===== config.mk =====
export PLATFORM = sky130hd
export DESIGN_NAME = adc_conversion_control
export DESIGN_NICKNAME = d
export VERILOG_FILES = /design/src/inc/adc_pkg.sv /design/src/inc/conv_clk_if.sv /design/src/core/adc_conversion_control.sv /design/src/core/conv_clock_gen.sv
export SDC_FILE = /design/constraint.sdc
export NUM_CORES = 1
export LEC_CHECK = 0
export BUFFER_PORTS_ARGS = -buffer_cell sky130_fd_sc_hd__buf_2
export CAP_MARGIN = 20
export CORE_MARGIN = 10
export CORE_UTILIZATION = 45
export DETAILED_ROUTE_END_ITERATION = 6
export PLACE_DENSITY = 0.69
export SKIP_CTS_REPAIR_TIMING = 1
export SYNTH_ARGS = -nofsm -noshare
export SYNTH_HDL_FRONTEND = slang
export SYNTH_HIERARCHICAL = 1
export SYNTH_SLANG_ARGS = --single-unit

===== constraint.sdc =====
create_clock -name ref_clk -period 6.55 [get_ports ref_clk]
set_clock_uncertainty 0.15 [all_clocks]
set_input_delay 1.31 -clock ref_clk [delete_from_list [all_inputs] [get_ports ref_clk]]
set_output_delay 1.31 -clock ref_clk [all_outputs]
set_load 0.05 [all_outputs]

===== src/inc/adc_pkg.sv =====
// Package of register map, field layout and counts for converter control
package adc_pkg;
  // Register byte addresses on the register bus
  localparam logic [7:0] OFS_CTRL0 = 8'h00;
  localparam logic [7:0] OFS_CTRL1 = 8'h04;
  localparam logic [7:0] OFS_RES_HI = 8'h08;
  localparam logic [7:0] OFS_RES_LO = 8'h0C;
  localparam logic [7:0] OFS_FLAGS = 8'h10;
  // Reset values
  localparam logic [7:0] CTRL0_RST = 8'h00;
  localparam logic [7:0] CTRL1_RST = 8'h00;
  localparam logic [9:0] RESULT_RST = 10'h000;
  // Field positions in converter_control_0
  localparam int EN_BIT = 0;
  localparam int GO_BIT = 1;
  localparam int CHS_LSB = 2;
  // Field positions in converter_control_1
  localparam int REF_LSB = 0;
  localparam int JUST_BIT = 2;
  localparam int CKS_LSB = 4;
  // Field positions in the flag register
  localparam int FLAG_BIT = 0;
  localparam int IE_BIT = 1;
  // Highest implemented channel code
  localparam logic [5:0] CHS_MAX = 6'h1F;
  // Conversion clock select codes
  localparam logic [2:0] CKS_DIV8 = 3'h1;
  localparam logic [2:0] CKS_DIV16 = 3'h5;
  localparam logic [2:0] CKS_DIV32 = 3'h2;
  localparam logic [2:0] CKS_DIV64 = 3'h6;
  // Conversion clock divisors, ref_clk cycles or RC ticks per period
  localparam logic [6:0] DIV8 = 7'h08;
  localparam logic [6:0] DIV16 = 7'h10;
  localparam logic [6:0] DIV32 = 7'h20;
  localparam logic [6:0] DIV64 = 7'h40;
  localparam logic [6:0] RC_DIV = 7'h10;
  // Conversion clock periods per conversion and per abort recovery
  localparam logic [3:0] CONV_TADS = 4'hB;
  localparam logic [1:0] ABORT_TADS = 2'h2;
  // AXI responses
  localparam logic [1:0] RESP_OKAY = 2'h0;
  localparam logic [1:0] RESP_SLVERR = 2'h2;
  // Sequencer states
  typedef enum logic [1:0] {
    S_IDLE  = 2'b00,
    S_CONV  = 2'b01,
    S_ABORT = 2'b10
  } conv_state_e;
endpackage


===== src/inc/conv_clk_if.sv =====
// Interface between the sequencer and the conversion clock generator
`timescale 1ns/10ps
interface conv_clk_if;
  logic [2:0] clk_sel;
  logic       run;
  logic       tad_tick;
  modport gen (input clk_sel, input run, output tad_tick);
  modport ctl (output clk_sel, output run, input tad_tick);
endinterface


===== src/core/adc_conversion_control.sv =====
// Control logic of a 10-bit successive approximation converter
// Function
// - Converter runs only while enable bit 0 of control 0 is one.
// - Writing go while enabled starts a conversion of selected channel.
// - At completion clear go, set flag, load the 10-bit result.
// - Clearing go early aborts; result keeps previous completed value.
// - After abort wait two conversion clock periods.
// - After that wait, acquisition restarts on selected channel.
// - Reset returns registers to reset values, converter off.
// - Go bit 1 reads one while converting; hardware clears it.
// - Right format: high holds bits 9..8, low holds bits 7..0.
// - Hold capacitor is never discharged between conversions.
// - A conversion lasts eleven conversion clock periods.
// - Flag is set at every completion, whatever the enable.
// - Flag is never cleared by hardware, only by software.
// - Completion raises the converter interrupt when interrupt enable is set, which wakes the device.
//
// The register addresses and the AXI4-Lite slave port were left to the implementer.
`timescale 1ns/10ps
module adc_conversion_control (
  // Clock and reset
  input  wire logic       ref_clk,
  input  wire logic       rst_n,
  // AXI4-Lite write channels
  input  wire logic [7:0] s_axi_awaddr,
  input  wire logic       s_axi_awvalid,
  output logic            s_axi_awready,
  input  wire logic [31:0] s_axi_wdata,
  input  wire logic [3:0] s_axi_wstrb,
  input  wire logic       s_axi_wvalid,
  output logic            s_axi_wready,
  output logic [1:0]      s_axi_bresp,
  output logic            s_axi_bvalid,
  input  wire logic       s_axi_bready,
  // AXI4-Lite read channels
  input  wire logic [7:0] s_axi_araddr,
  input  wire logic       s_axi_arvalid,
  output logic            s_axi_arready,
  output logic [31:0]     s_axi_rdata,
  output logic [1:0]      s_axi_rresp,
  output logic            s_axi_rvalid,
  input  wire logic       s_axi_rready,
  // Analog front end
  input  wire logic       rc_tick,
  input  wire logic       comp_hi,
  output logic            conv_power_q,
  output logic [5:0]      channel_q,
  output logic [1:0]      ref_sel_q,
  output logic            sample_q,
  output logic [9:0]      dac_code_q,
  // Interrupt request toward the interrupt controller
  output logic            irq_q
);
  import adc_pkg::*;

  conv_clk_if cif ();

  // Register state
  logic [7:0]  ctrl0_q;
  logic [7:0]  ctrl1_q;
  logic [9:0]  result_q;
  logic        flag_q;
  logic        ie_q;
  conv_state_e state_q;
  logic [3:0]  conv_cnt_q;
  logic [1:0]  abort_cnt_q;
  logic [9:0]  sar_q;
  logic [9:0]  sar_d;
  // Bus state
  logic [7:0]  aw_addr_q;
  logic [7:0]  w_data_q;
  logic        w_strb_q;
  logic        aw_have_q;
  logic        w_have_q;
  // Decoded events
  logic        wr_fire;
  logic        wr_ctrl0;
  logic        wr_ctrl1;
  logic        wr_flags;
  logic        go_set;
  logic        abort_req;
  logic        done;
  logic        tick;
  logic [3:0]  bit_idx;
  logic [7:0]  res_hi;
  logic [7:0]  res_lo;

  conv_clock_gen u_clk (
    .ref_clk (ref_clk),
    .rst_n   (rst_n),
    .rc_tick (rc_tick),
    .cif     (cif.gen)
  );

  assign cif.clk_sel = ctrl1_q[CKS_LSB +: 3];
  // Divider restarts at an abort so the recovery spans two full periods
  assign cif.run     = (state_q != S_IDLE) && !abort_req;
  assign tick        = cif.tad_tick;

  // Write address and data are held until both have arrived
  always_ff @(posedge ref_clk) begin
    if (!rst_n) begin
      aw_have_q     <= 1'b0;
      w_have_q      <= 1'b0;
      aw_addr_q     <= 8'h00;
      w_data_q      <= 8'h00;
      w_strb_q      <= 1'b0;
      s_axi_awready <= 1'b0;
      s_axi_wready  <= 1'b0;
    end else begin
      s_axi_awready <= !aw_have_q && !s_axi_awready && !s_axi_bvalid;
      s_axi_wready  <= !w_have_q && !s_axi_wready && !s_axi_bvalid;
      if (s_axi_awvalid && s_axi_awready) begin
        aw_have_q <= 1'b1;
        aw_addr_q <= s_axi_awaddr;
      end else if (wr_fire) begin
        aw_have_q <= 1'b0;
      end
      if (s_axi_wvalid && s_axi_wready) begin
        w_have_q <= 1'b1;
        w_data_q <= s_axi_wdata[7:0];
        w_strb_q <= s_axi_wstrb[0];
      end else if (wr_fire) begin
        w_have_q <= 1'b0;
      end
    end
  end

  // Write commits once both halves are in; low byte lane carries data
  assign wr_fire  = aw_have_q && w_have_q && !s_axi_bvalid;
  assign wr_ctrl0 = wr_fire && w_strb_q && aw_addr_q == OFS_CTRL0;
  assign wr_ctrl1 = wr_fire && w_strb_q && aw_addr_q == OFS_CTRL1;
  assign wr_flags = wr_fire && w_strb_q && aw_addr_q == OFS_FLAGS;

  // Write response; result registers are read only, so writes error
  always_ff @(posedge ref_clk) begin
    if (!rst_n) begin
      s_axi_bvalid <= 1'b0;
      s_axi_bresp  <= RESP_OKAY;
    end else if (wr_fire) begin
      s_axi_bvalid <= 1'b1;
      if (aw_addr_q == OFS_CTRL0 || aw_addr_q == OFS_CTRL1 ||
          aw_addr_q == OFS_FLAGS) begin
        s_axi_bresp <= RESP_OKAY;
      end else begin
        s_axi_bresp <= RESP_SLVERR;
      end
    end else if (s_axi_bready) begin
      s_axi_bvalid <= 1'b0;
    end
  end

  // Go only counts when the enable was already set by an earlier write
  assign go_set = wr_ctrl0 && w_data_q[GO_BIT] && ctrl0_q[EN_BIT] &&
                  w_data_q[EN_BIT] && state_q == S_IDLE;
  // Clearing go or the enable mid conversion aborts it
  assign abort_req = state_q == S_CONV && wr_ctrl0 &&
                     (!w_data_q[GO_BIT] || !w_data_q[EN_BIT]);
  assign done = state_q == S_CONV && tick &&
                conv_cnt_q == CONV_TADS - 4'h1 && !abort_req;

  // Control register 0; go is owned jointly with the sequencer
  always_ff @(posedge ref_clk) begin
    if (!rst_n) begin
      ctrl0_q <= CTRL0_RST;
    end else begin
      if (wr_ctrl0) begin
        ctrl0_q[7:CHS_LSB] <= w_data_q[7:CHS_LSB];
        ctrl0_q[EN_BIT]    <= w_data_q[EN_BIT];
      end
      if (go_set) begin
        ctrl0_q[GO_BIT] <= 1'b1;
      end else if (done || abort_req) begin
        ctrl0_q[GO_BIT] <= 1'b0;
      end else if (wr_ctrl0 && !w_data_q[GO_BIT]) begin
        ctrl0_q[GO_BIT] <= 1'b0;
      end
    end
  end

  // Control register 1; bits 7 and 3 do not exist and stay zero
  always_ff @(posedge ref_clk) begin
    if (!rst_n) begin
      ctrl1_q <= CTRL1_RST;
    end else if (wr_ctrl1) begin
      ctrl1_q <= {1'b0, w_data_q[6:4], 1'b0, w_data_q[2:0]};
    end
  end

  // Sequencer: idle means acquiring, since the hold cap just tracks
  always_ff @(posedge ref_clk) begin
    if (!rst_n) begin
      state_q     <= S_IDLE;
      conv_cnt_q  <= 4'h0;
      abort_cnt_q <= 2'h0;
    end else begin
      case (state_q)
        S_IDLE: begin
          conv_cnt_q  <= 4'h0;
          abort_cnt_q <= 2'h0;
          if (go_set) begin
            state_q <= S_CONV;
          end
        end
        S_CONV: begin
          if (abort_req) begin
            state_q <= S_ABORT;
          end else if (done) begin
            state_q <= S_IDLE;
          end else if (tick) begin
            conv_cnt_q <= conv_cnt_q + 4'h1;
          end
        end
        S_ABORT: begin
          if (tick) begin
            abort_cnt_q <= abort_cnt_q + 2'h1;
            if (abort_cnt_q == ABORT_TADS - 2'h1) begin
              state_q <= S_IDLE;
            end
          end
        end
        default: begin
          state_q <= S_IDLE;
        end
      endcase
    end
  end

  // Bit under trial: period 0 samples, periods 1..10 resolve 9..0
  assign bit_idx = CONV_TADS - 4'h1 - conv_cnt_q;

  // Approximation step: keep or drop the trial bit, try the next one
  always_comb begin
    sar_d = sar_q;
    if (conv_cnt_q == 4'h0) begin
      sar_d = 10'h200;
    end else begin
      for (int i = 0; i < 10; i++) begin
        if (i == int'(bit_idx)) begin
          sar_d[i] = sar_q[i] & comp_hi;
        end else if (i + 1 == int'(bit_idx)) begin
          sar_d[i] = 1'b1;
        end
      end
    end
  end

  // Trial code driven to the converter's internal DAC
  always_ff @(posedge ref_clk) begin
    if (!rst_n) begin
      sar_q <= 10'h000;
    end else if (state_q == S_CONV && tick) begin
      sar_q <= sar_d;
    end
  end

  // Result loads only on a finished conversion, never on an abort
  always_ff @(posedge ref_clk) begin
    if (!rst_n) begin
      result_q <= RESULT_RST;
    end else if (done) begin
      result_q <= sar_d;
    end
  end

  // Completion flag is sticky; a completion beats a software clear
  always_ff @(posedge ref_clk) begin
    if (!rst_n) begin
      flag_q <= 1'b0;
      ie_q   <= 1'b0;
    end else begin
      if (wr_flags) begin
        ie_q <= w_data_q[IE_BIT];
      end
      if (done) begin
        flag_q <= 1'b1;
      end else if (wr_flags && !w_data_q[FLAG_BIT]) begin
        flag_q <= 1'b0;
      end
    end
  end

  // Analog side controls; sample switch closed only while enabled and idle
  always_ff @(posedge ref_clk) begin
    if (!rst_n) begin
      conv_power_q <= 1'b0;
      channel_q    <= 6'h00;
      ref_sel_q    <= 2'h0;
      sample_q     <= 1'b0;
      dac_code_q   <= 10'h000;
      irq_q        <= 1'b0;
    end else begin
      conv_power_q <= ctrl0_q[EN_BIT];
      // Unimplemented codes fall back to channel code 0
      channel_q    <= (ctrl0_q[7:CHS_LSB] > CHS_MAX) ? 6'h00 :
                      ctrl0_q[7:CHS_LSB];
      ref_sel_q    <= ctrl1_q[REF_LSB +: 2];
      // No discharge path: idle keeps tracking the input instead
      sample_q     <= ctrl0_q[EN_BIT] && state_q == S_IDLE;
      dac_code_q   <= sar_q;
      irq_q        <= flag_q && ie_q;
    end
  end

  // Result views in both justifications
  assign res_hi = ctrl1_q[JUST_BIT] ? {6'h00, result_q[9:8]} :
                  result_q[9:2];
  assign res_lo = ctrl1_q[JUST_BIT] ? result_q[7:0] :
                  {result_q[1:0], 6'h00};

  // Read channel: one read at a time, answer one cycle after the address handshake
  always_ff @(posedge ref_clk) begin
    if (!rst_n) begin
      s_axi_arready <= 1'b0;
      s_axi_rvalid  <= 1'b0;
      s_axi_rdata   <= 32'h0000_0000;
      s_axi_rresp   <= RESP_OKAY;
    end else begin
      s_axi_arready <= !s_axi_arready && !s_axi_rvalid;
      if (s_axi_arvalid && s_axi_arready) begin
        s_axi_rvalid <= 1'b1;
        s_axi_rresp  <= RESP_OKAY;
        if (s_axi_araddr == OFS_CTRL0) begin
          s_axi_rdata <= {24'h00_0000, ctrl0_q};
        end else if (s_axi_araddr == OFS_CTRL1) begin
          s_axi_rdata <= {24'h00_0000, ctrl1_q};
        end else if (s_axi_araddr == OFS_RES_HI) begin
          s_axi_rdata <= {24'h00_0000, res_hi};
        end else if (s_axi_araddr == OFS_RES_LO) begin
          s_axi_rdata <= {24'h00_0000, res_lo};
        end else if (s_axi_araddr == OFS_FLAGS) begin
          s_axi_rdata <= {30'h0000_0000, ie_q, flag_q};
        end else begin
          s_axi_rdata <= 32'h0000_0000;
          s_axi_rresp <= RESP_SLVERR;
        end
      end else if (s_axi_rready) begin
        s_axi_rvalid <= 1'b0;
      end
    end
  end
endmodule // adc_conversion_control


===== src/core/conv_clock_gen.sv =====
// Conversion clock generator: one tick per conversion clock period
`timescale 1ns/10ps
module conv_clock_gen (
  // Clock and reset
  input wire logic ref_clk,
  input wire logic rst_n,
  // Internal RC oscillator tick, one cycle wide
  input wire logic rc_tick,
  // Sequencer side
  conv_clk_if.gen  cif
);
  import adc_pkg::*;

  logic [6:0] div_cnt_q;
  logic [6:0] div_sel;
  logic       rc_mode;
  logic       step;

  // Divisor from the select code; reserved codes give no clock at all
  always_comb begin
    rc_mode = (cif.clk_sel[1:0] == 2'b11);
    div_sel = 7'h00;
    if (rc_mode) begin
      div_sel = RC_DIV;
    end else if (cif.clk_sel == CKS_DIV8) begin
      div_sel = DIV8;
    end else if (cif.clk_sel == CKS_DIV16) begin
      div_sel = DIV16;
    end else if (cif.clk_sel == CKS_DIV32) begin
      div_sel = DIV32;
    end else if (cif.clk_sel == CKS_DIV64) begin
      div_sel = DIV64;
    end
    step = rc_mode ? rc_tick : 1'b1;
  end

  // Counter restarts while idle so the first period is a full one
  always_ff @(posedge ref_clk) begin
    if (!rst_n || !cif.run || div_sel == 7'h00) begin
      div_cnt_q    <= 7'h00;
      cif.tad_tick <= 1'b0;
    end else if (step) begin
      if (div_cnt_q == div_sel - 7'h01) begin
        div_cnt_q    <= 7'h00;
        cif.tad_tick <= 1'b1;
      end else begin
        div_cnt_q    <= div_cnt_q + 7'h01;
        cif.tad_tick <= 1'b0;
      end
    end else begin
      cif.tad_tick <= 1'b0;
    end
  end
endmodule // conv_clock_gen


==> results of run 1 <==
-- state kept, by name (all words and copies together) (netlist names), 2 cells and up --
name,cells
result_q,10
ref_sel_q,2
sar_q,10
conv_cnt_q,4
w_data_q,8
state_q,2
aw_addr_q,8
abort_cnt_q,2
u_clk/div_cnt_q,7
ctrl1_q,6
channel_q,6
dac_code_q,10
ctrl0_q,8
s_axi_rdata,8
-- metal layers --
layer	global-route usage, %	share of wire [%]	vias to the layer above
met1	17.98	45	1925
met4	5.224	1.8	0
met2	22.22	47	112
li1	-	-	2088
met3	4.195	6.2	16
met5	0	0	-
-- critical path, delay by kind of cell --
family                 cells  cell delay (ns)
and+or+nand+nor            3             1.57
AOI/OAI and AO/OA          2             0.21
buffers and inverters      1             0.09
-- synth_stat cells (3+ instances only) --
cell        n  area (µm²)
a22o_1      4       35.03
nand4b_1    3       26.28
a32oi_1     4       35.03
a21oi_1    42       210.2
xor2_1      3       26.28
a31oi_1     6       37.54
clkbuf_1   22       82.58
dfxtp_1   107        2142
nand2b_1    6       37.54
nor2b_1     7       43.79
o22ai_1     6       37.54
nor2_1     43       161.4
nand3b_1    5       37.54
nand2_1    70       262.8
nor3b_1     7       52.55
mux2i_1    18       180.2
nand3_1    24       120.1
nor3_1     10       50.05
o211ai_1    3       22.52
and2_1     27       168.9
mux2_2      6       67.56
buf_4      26       195.2
inv_1      14       52.55
o21ai_0    42       210.2
xnor2_1     6       52.55
ha_1        9       112.6
-- through the flow --
| step | utilization, % | cells |
|---|---|---|
| 3_5_place_dp | 49.03 | 763 |
| 2_1_floorplan | - | 605 |
| 4_1_cts | 50.71 | 779 |
| 5_1_grt | 50.71 | 779 |
| 6_report | 50.71 | 779 |
| 3_3_place_gp | 49.03 | 763 |
-- worst paths after layout --
kind                                  endpoint  depth (start not counted)
worst min-delay path              aw_addr_q[3]                          2
worst min register to register    aw_addr_q[3]                          2
worst max register to register     result_q[6]                          6
worst max-delay path            s_axi_rdata[0]                          6
-- cells by family after synthesis --
group | synth area share, %
DFF | 42.57
other | 0.07452
buffers and inverters | 7.384
AOI/OAI and AO/OA | 18.05
and+or+nand+nor | 22.87
adders and majority gates | 2.238
muxes | 4.923
xor gates and xnor gates | 1.890
-- cell type report --
type / count / area share, %
Clock buffer: 9 / 2.243
Clock inverter: 7 / 1.065
Inverter: 14 / 0.9517
Multi-Input combinational cell: 432 / 47.38
Sequential cell: 107 / 38.79
Tap cell: 140 / 3.172
Timing Repair Buffer: 70 / 6.390
-- where the power goes --
group          internal, mW  leakage, nW  total, mW  switching (mW)
registers             0.659        0.865      0.668         0.00904
clock network         0.144       0.0921      0.384           0.240
logic                0.0212         1.29     0.0996          0.0784
==> summary.md, run 1 <==
| Metric | Value |
|---|---|
| Outcome | complete, no violations |
| Pre-antenna DRT Iters | 5 |
| Place WS | 3.157 ns |
| Vias | between 4k and 5k |
| Fmax | between 300 and 400 MHz |
| Syn_area_per_cell | between 8 and 9 µm² |
| Worst path required time | between 6 and 7 ns |
| Area after DPL | roughly 5300 µm² |
| Lkg Pwr | 2.243 nW |
| Hold wc startpoint | aw_addr_q[3] |
| Initial Util | a little under half |
| Post-synth EDFFs | 0 |
| Power Dens Cells | roughly 210 nW/µm² |
| Post-route setup slack | between 3 and 4 ns |
| Area of the multi-input gates | around 2600 µm² |
| Die X | between 100 and 150 µm |
| Post-Route WL | ~12000 µm |
| CP max stage delay | 0.64 ns |
| Design Area, Final | ~5500 µm² |
| Leading cell type in the layout, fill and taps excluded | dfxtp_1 |
| First-pass GRT wire length | 18860 µm |
| Max-slew violations | 0 |
| Post-synth ARST share | 0% |
| Root Buffer | clkbuf_8 |
| CP startpoint | s_axi_araddr[7] |
| Worst min path class | register to register |
| CTS Buf Count | 9 |
| Clk slew on worst S/H paths | 0.11 ns |
| Floorplan row count | 38 |
| Most frequent cells in the layout | 107 x dfxtp_1, 70 x nand2_1, 69 x buf_2, 43 x nor2_1 |
| Largest net degree at the start of global routing | 50 |
| RSZ-0062 raised after global routing | no |
| Worst Setup End Kind | register |
| Crit path time final | 3.024 ns |
| Max_slew headroom | 45.55% |
| Io pins | ~120 |
| Vias/cell | between 5 and 6 |
| Reg-to-reg startpoint | conv_cnt_q[1] |
| Grt ovf | 0 |
| Worst-path fanout max | 6 |
| Distinct cells, synth | 70 |
| Setup TNS | 0 ns |
| Filler instances | between 1k and 1.5k |
| CTS sink cnt | between 100 and 150 |
| P&R area growth vs syn | 9.722% |
| Synth Flop Type | dfxtp_1 |
| DRT antenna net count | 0 |
| Fin nets | between 700 and 800 |
| Seq/Total Area, Yosys | approximately 43% |
| Overall Power | between 1 and 1.5 mW |
| Drt drc | 0 |
| Drt wl/cell | 14.95 µm |
| GPL Wtd Cong | about 0.89 |
| Slowest CP cell | nor4_1 |
| Max VDD drop | roughly 0.00015 V |
| Post-Synthesis Cells | ~580 |
| Die Footprint | approximately 16000 µm² |
| Detail Placement HPWL | about 8600 µm |
| Core area | between 10000 and 15000 µm² |
| Die Ht | approximately 130 µm |
| Max-cap viol count | 0 |
| Kind of critical path | primary input to register |
| Final setup fails | 0 |
| WP data arrival | 3.17 ns |
| Crit-path cells | buf_2 -> or4_1 -> nor4_1 -> nor3b_1 -> a32oi_1 -> o31ai_1 |
| Register bit total from synthesis | 107 |
| Register area | around 2100 µm² |
| Longest Clk Path Bufs | 2 |
| CTS tree | yes |
| Warnings from Yosys | 6 |
| Hold slack | slightly above 0.3 ns |
| Fin crit share | a little under half |
| Initial detailed-routing violation count | between 200 and 250 |
| Ant diodes | 0 |
| Clock latency on the worst-skew pair | 0.39 ns |
| H-tree levels | 3 |
| Gr usage total | roughly 14% |
| Vias in the first global route | 3887 |
| Worst Tran Pin Value | between 0.8 and 0.9 ns |
| Buffers on Ports | 69 |
| Initial antenna violation count | 0 |
| Worst setup SP type | primary input |
| R2R Setup Slk | around 3.9 ns |
| Final hold vios | 0 |
| Mapped Area | about 5000 µm² |
| Fraction of final layout cells sized beyond drive strength 1 | between 15 and 20% |
No activity file was read; power rests on OpenSTA's default activity.
==> run 2, diff against run 1 <==
==> constraint.sdc (replaced) <==
create_clock -name ref_clk -period 2.8 [get_ports ref_clk]
set_clock_uncertainty 0.15 [all_clocks]
set_input_delay 0.56 -clock ref_clk [delete_from_list [all_inputs] [get_ports ref_clk]]
set_output_delay 0.56 -clock ref_clk [all_outputs]
set_load 0.05 [all_outputs]
==> summary.md, run 2 (synthesis gave the netlist of run 1 again) <==
| Metric | Value |
|---|---|
| Outcome | complete, no violations |
| Largest net degree at the start of global routing | 30 (-40%) |
| Overall Power | 2.833 mW (+150%) |
| Max VDD drop | 0.0003980 V (+170%) |
| Fraction of final layout cells sized beyond drive strength 1 | 18.01% (+0.49 points) |
| Die Ht | 125.8 µm (unchanged) |
| Fin nets | 709 (+0.71%) |
| Die X | 125.8 µm (unchanged) |
| CTS sink cnt | 107 (unchanged) |
| Final setup fails | 0 (unchanged) |
| Top Layer Used | met4 |
| Drt drc | 0 (unchanged) |
| Crit-path cells | or4_4 -> or4_4 -> nor2_1 -> nor2_1 -> nand2_1 -> a21oi_1 -> nor3b_1 |
| Root Buffer | clkbuf_8 |
| WP data arrival | 2.43 ns (-0.74 ns) |
| Max-cap viol count | 0 (unchanged) |
| Core area | 10890 µm² (unchanged) |
| Die Footprint | 15810 µm² (unchanged) |
| Top Registers | dac_code_q (10), result_q (10), sar_q (10) |
| Inst Count DP | 768 (+0.66%) |
| Endpoint with the worst hold slack | w_strb_q |
| Fin crit share | 82.99% |
| Setup TNS | 0 ns (unchanged) |
| Hold wc startpoint | s_axi_wstrb[0] |
| Metal3 WL | 607 µm (-16%) |
| Reg-to-reg startpoint | aw_addr_q[7] |
| Max_slew headroom | 55.19% (+9.6 points) |
| Io pins | 123 (unchanged) |
| Worst setup SP type | register |
| Worst Setup End Kind | register |
| R2R Setup Slk | 0.48 ns (-3.45 ns) |
| Met1 wire length | 5447 µm (+3.6%) |
| Vias in the first global route | 3918 (+0.80%) |
| GPL Wtd Cong | 0.8555 (-3.8%) |
| Pre-antenna DRT Iters | 5 (unchanged) |
| CP max stage delay | 0.58 ns (-0.06 ns) |
| Final hold vios | 0 (unchanged) |
| Initial antenna violation count | 0 (unchanged) |
| R2R cell count | 7 (+1) |
| DRT antenna net count | 0 (unchanged) |
| First-pass GRT wire length | 19440 µm (+3.0%) |
| Max-slew violations | 0 (unchanged) |
| Power Dens Cells | 506.6 nW/µm² (+140%) |
| Worst min path class | primary input to register |
| Area of the multi-input gates | 2616 µm² (unchanged) |
| Post-Route WL | 11850 µm (+1.8%) |
| Filler instances | 1047 (+3.3%) |
| Post-Layout Cell Count | 784 (+0.64%) |
| Ant diodes | 0 (unchanged) |
| Buffers on Ports | 69 (unchanged) |
| Detail Placement HPWL | 8927 µm (+3.6%) |
| Crit path time final | approximately 2.3 ns |
| Kind of critical path | register to register |
| Drt wl/cell | 15.12 µm (+1.1%) |
| Clk slew on worst S/H paths | 0.10 ns (about the same) |
| RSZ-0062 raised after global routing | no |
| CTS Buf Count | 9 (unchanged) |
| Vias/cell | 5.351 (+0.66%) |
| Grt ovf | 0 (unchanged) |
| Vias | 4195 (+1.3%) |
| WL met2 | 5606 µm (+3.0%) |
| Longest Clk Path Bufs | 2 (unchanged) |
| Initial detailed-routing violation count | 310 (+34%) |
| Worst Tran Pin Value | 0.6696 ns (-0.1397 ns) |
| Worst path required time | 2.91 ns (-3.79 ns) |
| Initial Util | 46.22% (unchanged) |
| Floorplan row count | 38 (unchanged) |
| Most frequent cells in the layout | 107 x dfxtp_1, 70 x nand2_1, 69 x buf_2, 43 x nor2_1 |
| P&R area growth vs syn | 11.14% |
| CTS tree | yes |
| Buf/Inv on CP | 0 (-1) |
| Fmax | 430.3 MHz |
| Lkg Pwr | 2.278 nW (+1.6%) |
| Clock latency on the worst-skew pair | 0.38 ns (about the same) |
| Register area | 2142 µm² (unchanged) |
| CP top delay family | simple AND/OR/NAND/NOR gates |
| Slowest CP cell | or4_4 |
| FF-to-FF End | u_clk/div_cnt_q[6] |
| Gr usage total | 14.49% (+0.35 points) |
| H-tree levels | 3 (unchanged) |
| WHS Path Cells | 3 (+1) |
| Worst-path fanout max | 8 (+2) |
| Leading cell type in the layout, fill and taps excluded | dfxtp_1 |
-- run 2: cell count changes in the layout (fill, tap and decap cells not counted), sizes merged --
cell / previous run / this run
clkinvlp: 1 / 2
buf: 70 / 75
bufinv: 0 / 2
clkbuf: 9 / 10
clkinv: 3 / 1
inv: 17 / 15
-- run 2: area by class of cell --
type,count,share of cell area [%]
multi-input combinational,432,46.78
tap,140,3.132
timing repair buffer,75,6.980
inverter,14,0.9396
sequential,107,38.30
clock inverter,6,1.588
clock buffer,10,2.282
-- run 2: worst max-delay path by stage --
stage	startpoint	endpoint	slack, ns	cells past startpoint
5_1_grt	conv_cnt_q[1]	sar_q[6]	0.34	6
4_1_cts	aw_addr_q[7]	u_clk/div_cnt_q[6]	0.49	7
3_3_place_gp	aw_addr_q[7]	u_clk/div_cnt_q[6]	0.53	7
3_5_place_dp	aw_addr_q[7]	u_clk/div_cnt_q[6]	0.51	7
2_1_floorplan	s_axi_araddr[7]	s_axi_rdata[0]	0.61	5
6_report	aw_addr_q[7]	u_clk/div_cnt_q[6]	0.48	7
-- run 2: through the flow --
step | area [µm²] | utilization [%] | setup WS [ns] | hold WS [ns]
2_1_floorplan | 5130 | - | 0.6135 | 0.2811
3_3_place_gp | 5376 | 49.38 | 0.5301 | 0.2896
3_5_place_dp | 5376 | 49.38 | 0.5076 | 0.2973
4_1_cts | 5593 | 51.37 | 0.4938 | 0.2462
5_1_grt | 5593 | 51.37 | 0.3398 | 0.2409
6_report | 5593 | 51.37 | 0.4762 | 0.2587
-- run 2: where the power goes --
part | switching, mW | internal [mW]
clock network | 0.529 | 0.505
registers | 0.0218 | 1.54
logic | 0.184 | 0.0514
-- run 2: per-layer routing --
layer  vias to the layer above  global-route usage [%]
li1                       2110                       -
met1                      1971                   17.88
met2                        96                   23.97
met3                        18                   4.069
met4                         0                   4.555
met5                         -                       0
-- run 2: worst register-to-register path, cell delays in order, from the launching register on --
cell and delay (ns):
dfxtp_1 0.33, or4_4 0.53, or4_4 0.58, nor2_1 0.17
nor2_1 0.05, nand2_1 0.07, a21oi_1 0.12, nor3b_1 0.20
==> run 3, diff against run 2 <==
--- a/config.mk
+++ b/config.mk
@@ -5,12 +5,13 @@
 export SDC_FILE = /design/constraint.sdc
 export NUM_CORES = 1
 export LEC_CHECK = 0
+export ABC_AREA = 1
 export BUFFER_PORTS_ARGS = -buffer_cell sky130_fd_sc_hd__buf_2
 export CAP_MARGIN = 20
 export CORE_MARGIN = 10
 export CORE_UTILIZATION = 45
 export DETAILED_ROUTE_END_ITERATION = 6
-export PLACE_DENSITY = 0.69
+export PLACE_DENSITY = 0.72
 export SKIP_CTS_REPAIR_TIMING = 1
 export SYNTH_ARGS = -nofsm -noshare
 export SYNTH_HDL_FRONTEND = slang
==> constraint.sdc (replaced) <==
create_clock -name ref_clk -period 2.1 [get_ports ref_clk]
set_clock_uncertainty 0.15 [all_clocks]
set_input_delay 0.42 -clock ref_clk [delete_from_list [all_inputs] [get_ports ref_clk]]
set_output_delay 0.42 -clock ref_clk [all_outputs]
set_load 0.05 [all_outputs]
==> summary.md, run 3 <==
| Metric | Value |
|---|---|
| Outcome | complete, no violations |
| Vias in the first global route | 4165 (+6.3%) |
| Synth top area share | 42.37% (-0.20 points) |
| Buf/Inv on CP | 1 (+1) |
| Grt ovf | 0 (unchanged) |
| Leading cell type in the layout, fill and taps excluded | nand2_1 |
| Drt wl/cell | 12.20 µm (-19%) |
| Vias/cell | 4.835 (-9.6%) |
| Initial antenna violation count | 0 (unchanged) |
| Initial detailed-routing violation count | 282 (-9.0%) |
| Lkg Pwr | 2.722 nW (+19%) |
| CTS Buf Count | 9 (unchanged) |
| Post-synth ARST share | 0% (unchanged) |
| Die X | 126 µm (+0.20%) |
| Hold wc startpoint | s_axi_rready |
| Inst Count DP | 912 (+19%) |
| P&R area growth vs syn | 14.43% |
| Filler instances | 1072 (+2.4%) |
| Initial Util | 46.24% (about the same) |
| Overall Power | 4.218 mW (+49%) |
| Register bit total from synthesis | 107 (unchanged) |
| CTS sink cnt | 107 (unchanged) |
| DRT antenna net count | 0 (unchanged) |
| Root Buffer | clkbuf_16 |
| Area after DPL | 5465 µm² (+1.7%) |
| Post-Route WL | 11320 µm (-4.5%) |
| Longest Clk Path Bufs | 2 (unchanged) |
| CP max stage delay | 0.48 ns (-0.10 ns) |
| Drt drc | 0 (unchanged) |
| Ant diodes | 0 (unchanged) |
| Buffers on Ports | 69 (unchanged) |
| Final hold vios | 0 (unchanged) |
| Fin crit share | 89.99% (+7.0 points) |
| First-pass GRT wire length | 19490 µm (+0.28%) |
| Slowest CP cell | dfxtp_1 |
| Max_slew headroom | 64.41% (+9.2 points) |
| Count leader, synth | nand2_1 |
| Worst Setup End Kind | register |
| Post-synth top cells | 138 x nand2_1, 107 x dfxtp_1, 96 x inv_1 |
| Worst path required time | 2.18 ns (-0.73 ns) |
| Max-slew violations | 0 (unchanged) |
| Largest area contributor in the netlist | dfxtp_1 |
| Post-synth EDFFs | 0 (unchanged) |
| Crit-path cells | ha_1 -> xor2_2 -> inv_4 -> nor2_2 -> nand3_1 -> nand3_1 -> a21oi_1 |
| Final setup fails | 0 (unchanged) |
| Warnings from Yosys | 6 (unchanged) |
| Io pins | 123 (unchanged) |
| Max VDD drop | 0.0003825 V (-3.9%) |
| Fraction of final layout cells sized beyond drive strength 1 | 15.48% (-2.5 points) |
| RSZ-0062 raised after global routing | no |
| Pre-antenna DRT Iters | 5 (unchanged) |
| Post-layout util | 52.91% (+1.5 points) |
| Detail Placement HPWL | 8650 µm (-3.1%) |
| Max-cap viol count | 0 (unchanged) |
| Setup TNS | 0 ns (unchanged) |
| Largest net degree at the start of global routing | 44 (+47%) |
| CTS tree | yes |
| Power Dens Cells | 729.0 nW/µm² (+44%) |
| Post-Layout Cell Count | 928 (+18%) |
| Reg-to-reg startpoint | conv_cnt_q[1] |
| Worst Tran Pin Value | 0.5332 ns (-0.1364 ns) |
| Worst min path class | primary input to register |
| Clock latency on the worst-skew pair | 0.35 ns (-0.03 ns) |
| Floorplan row count | 38 (unchanged) |
| Worst-path fanout max | 8 (unchanged) |
| H-tree levels | 3 (unchanged) |
| Clk slew on worst S/H paths | 0.07 ns (-0.03 ns) |
| CP top delay family | flip-flops |
| Top Registers | dac_code_q (10), result_q (10), sar_q (10) |
| Die Footprint | 15880 µm² (+0.40%) |
| Vias | 4487 (+7.0%) |
| Gr usage total | 14.23% (-0.27 points) |
| Seq/Total Area, Yosys | 42.37% (-0.20 points) |
| Synth Flop Type | dfxtp_1 |
| CP startpoint | conv_cnt_q[1] |
| Kind of critical path | register to register |
| Fin nets | 853 (+20%) |
| Worst setup SP type | register |
| Design Area, Final | 5786 µm² (+3.4%) |
| Most frequent cells in the layout | 138 x nand2_1, 107 x dfxtp_1, 96 x inv_1, 73 x a21oi_1, 71 x nor2_1 |
| Mapped Area | 5056 µm² (+0.47%) |
| Crit path time final | 1.890 ns (-0.4340 ns) |
| Most frequent cell on the critical path | nand3_1 |
| Core area | 10940 µm² (+0.44%) |
| Distinct cells, synth | 37 (-47%) |
| Syn_area_per_cell | 7.081 µm² (-19%) |
| Fmax | 529.2 MHz (+23%) |
| WP data arrival | 1.97 ns (-0.46 ns) |
| Post-Synthesis Cells | 714 (+23%) |
| GPL Wtd Cong | 0.9029 (+5.5%) |
| Die Ht | 126 µm (+0.20%) |
| Synth top area cells | dfxtp_1 42%, nand2_1 10%, a21oi_1 7.2% |
## run 3: cell types whose count changed in the layout (fill, tap and decap cells not counted), sizes merged, moves of 25 or more
cell | previous run | this run
nor2 | 43 | 79
nand3 | 25 | 59
and2 | 27 | 2
a21oi | 42 | 73
nand2 | 71 | 142
inv | 15 | 104
## run 3: worst paths after layout
path                                 endpoint  slack, ns  depth (start not counted)
worst max-delay path                 sar_q[7]       0.21                          7
worst max register to register       sar_q[7]       0.21                          7
worst min-delay path             s_axi_rvalid       0.16                          4
worst min register to register  dac_code_q[9]       0.28                          2
## run 3: per-layer routing
| metal | track usage [%] | up-vias | wire, µm |
|---|---|---|---|
| li1 | - | 2369 | - |
| met1 | 18.57 | 1987 | 5532 |
| met2 | 21.44 | 110 | 4854 |
| met3 | 3.440 | 21 | 648 |
| met4 | 7.100 | 0 | 282 |
| met5 | 0 | - | 0 |
## run 3: stage by stage
stage / setup WS, ns / hold slack (ns)
3_3_place_gp: 0.2291 / 0.2749
4_1_cts: 0.2027 / 0.1551
3_5_place_dp: 0.2153 / 0.2737
5_1_grt: 0.008519 / 0.1744
6_report: 0.2102 / 0.1593
2_1_floorplan: 0.2820 / 0.2571
## run 3: cells by family after synthesis
family	count (synthesis)	share of synthesized area, %
simple gates	303	26.26
xor+xnor	8	2.054
other cells	1	0.07417
compound gates	136	13.71
flops	107	42.37
fa+ha+maj	9	2.227
buf+inv	150	13.31
## run 3: power breakdown
| part | switching [mW] | internal, mW |
|---|---|---|
| clock network | 0.811 | 0.960 |
| logic | 0.277 | 0.0777 |
| registers | 0.0247 | 2.07 |
| total | 1.11 | 3.11 |
## run 3: cell type report
type	instances	area, µm²	share of cell area (%)
inverter	103	389.1	6.726
multi-input combinational	483	2338	40.42
clock buffer	9	225.2	3.893
sequential	107	2142	37.02
tap	140	175.2	3.028
clock inverter	7	95.09	1.644
timing repair buffer	79	420.4	7.266
## run 3: worst reg2reg max path: stages, from the launching register on
cell,delay (ns)
dfxtp_1,0.48
ha_1,0.24
xor2_2,0.30
inv_4,0.10
nor2_2,0.20
nand3_1,0.09
nand3_1,0.12
a21oi_1,0.09
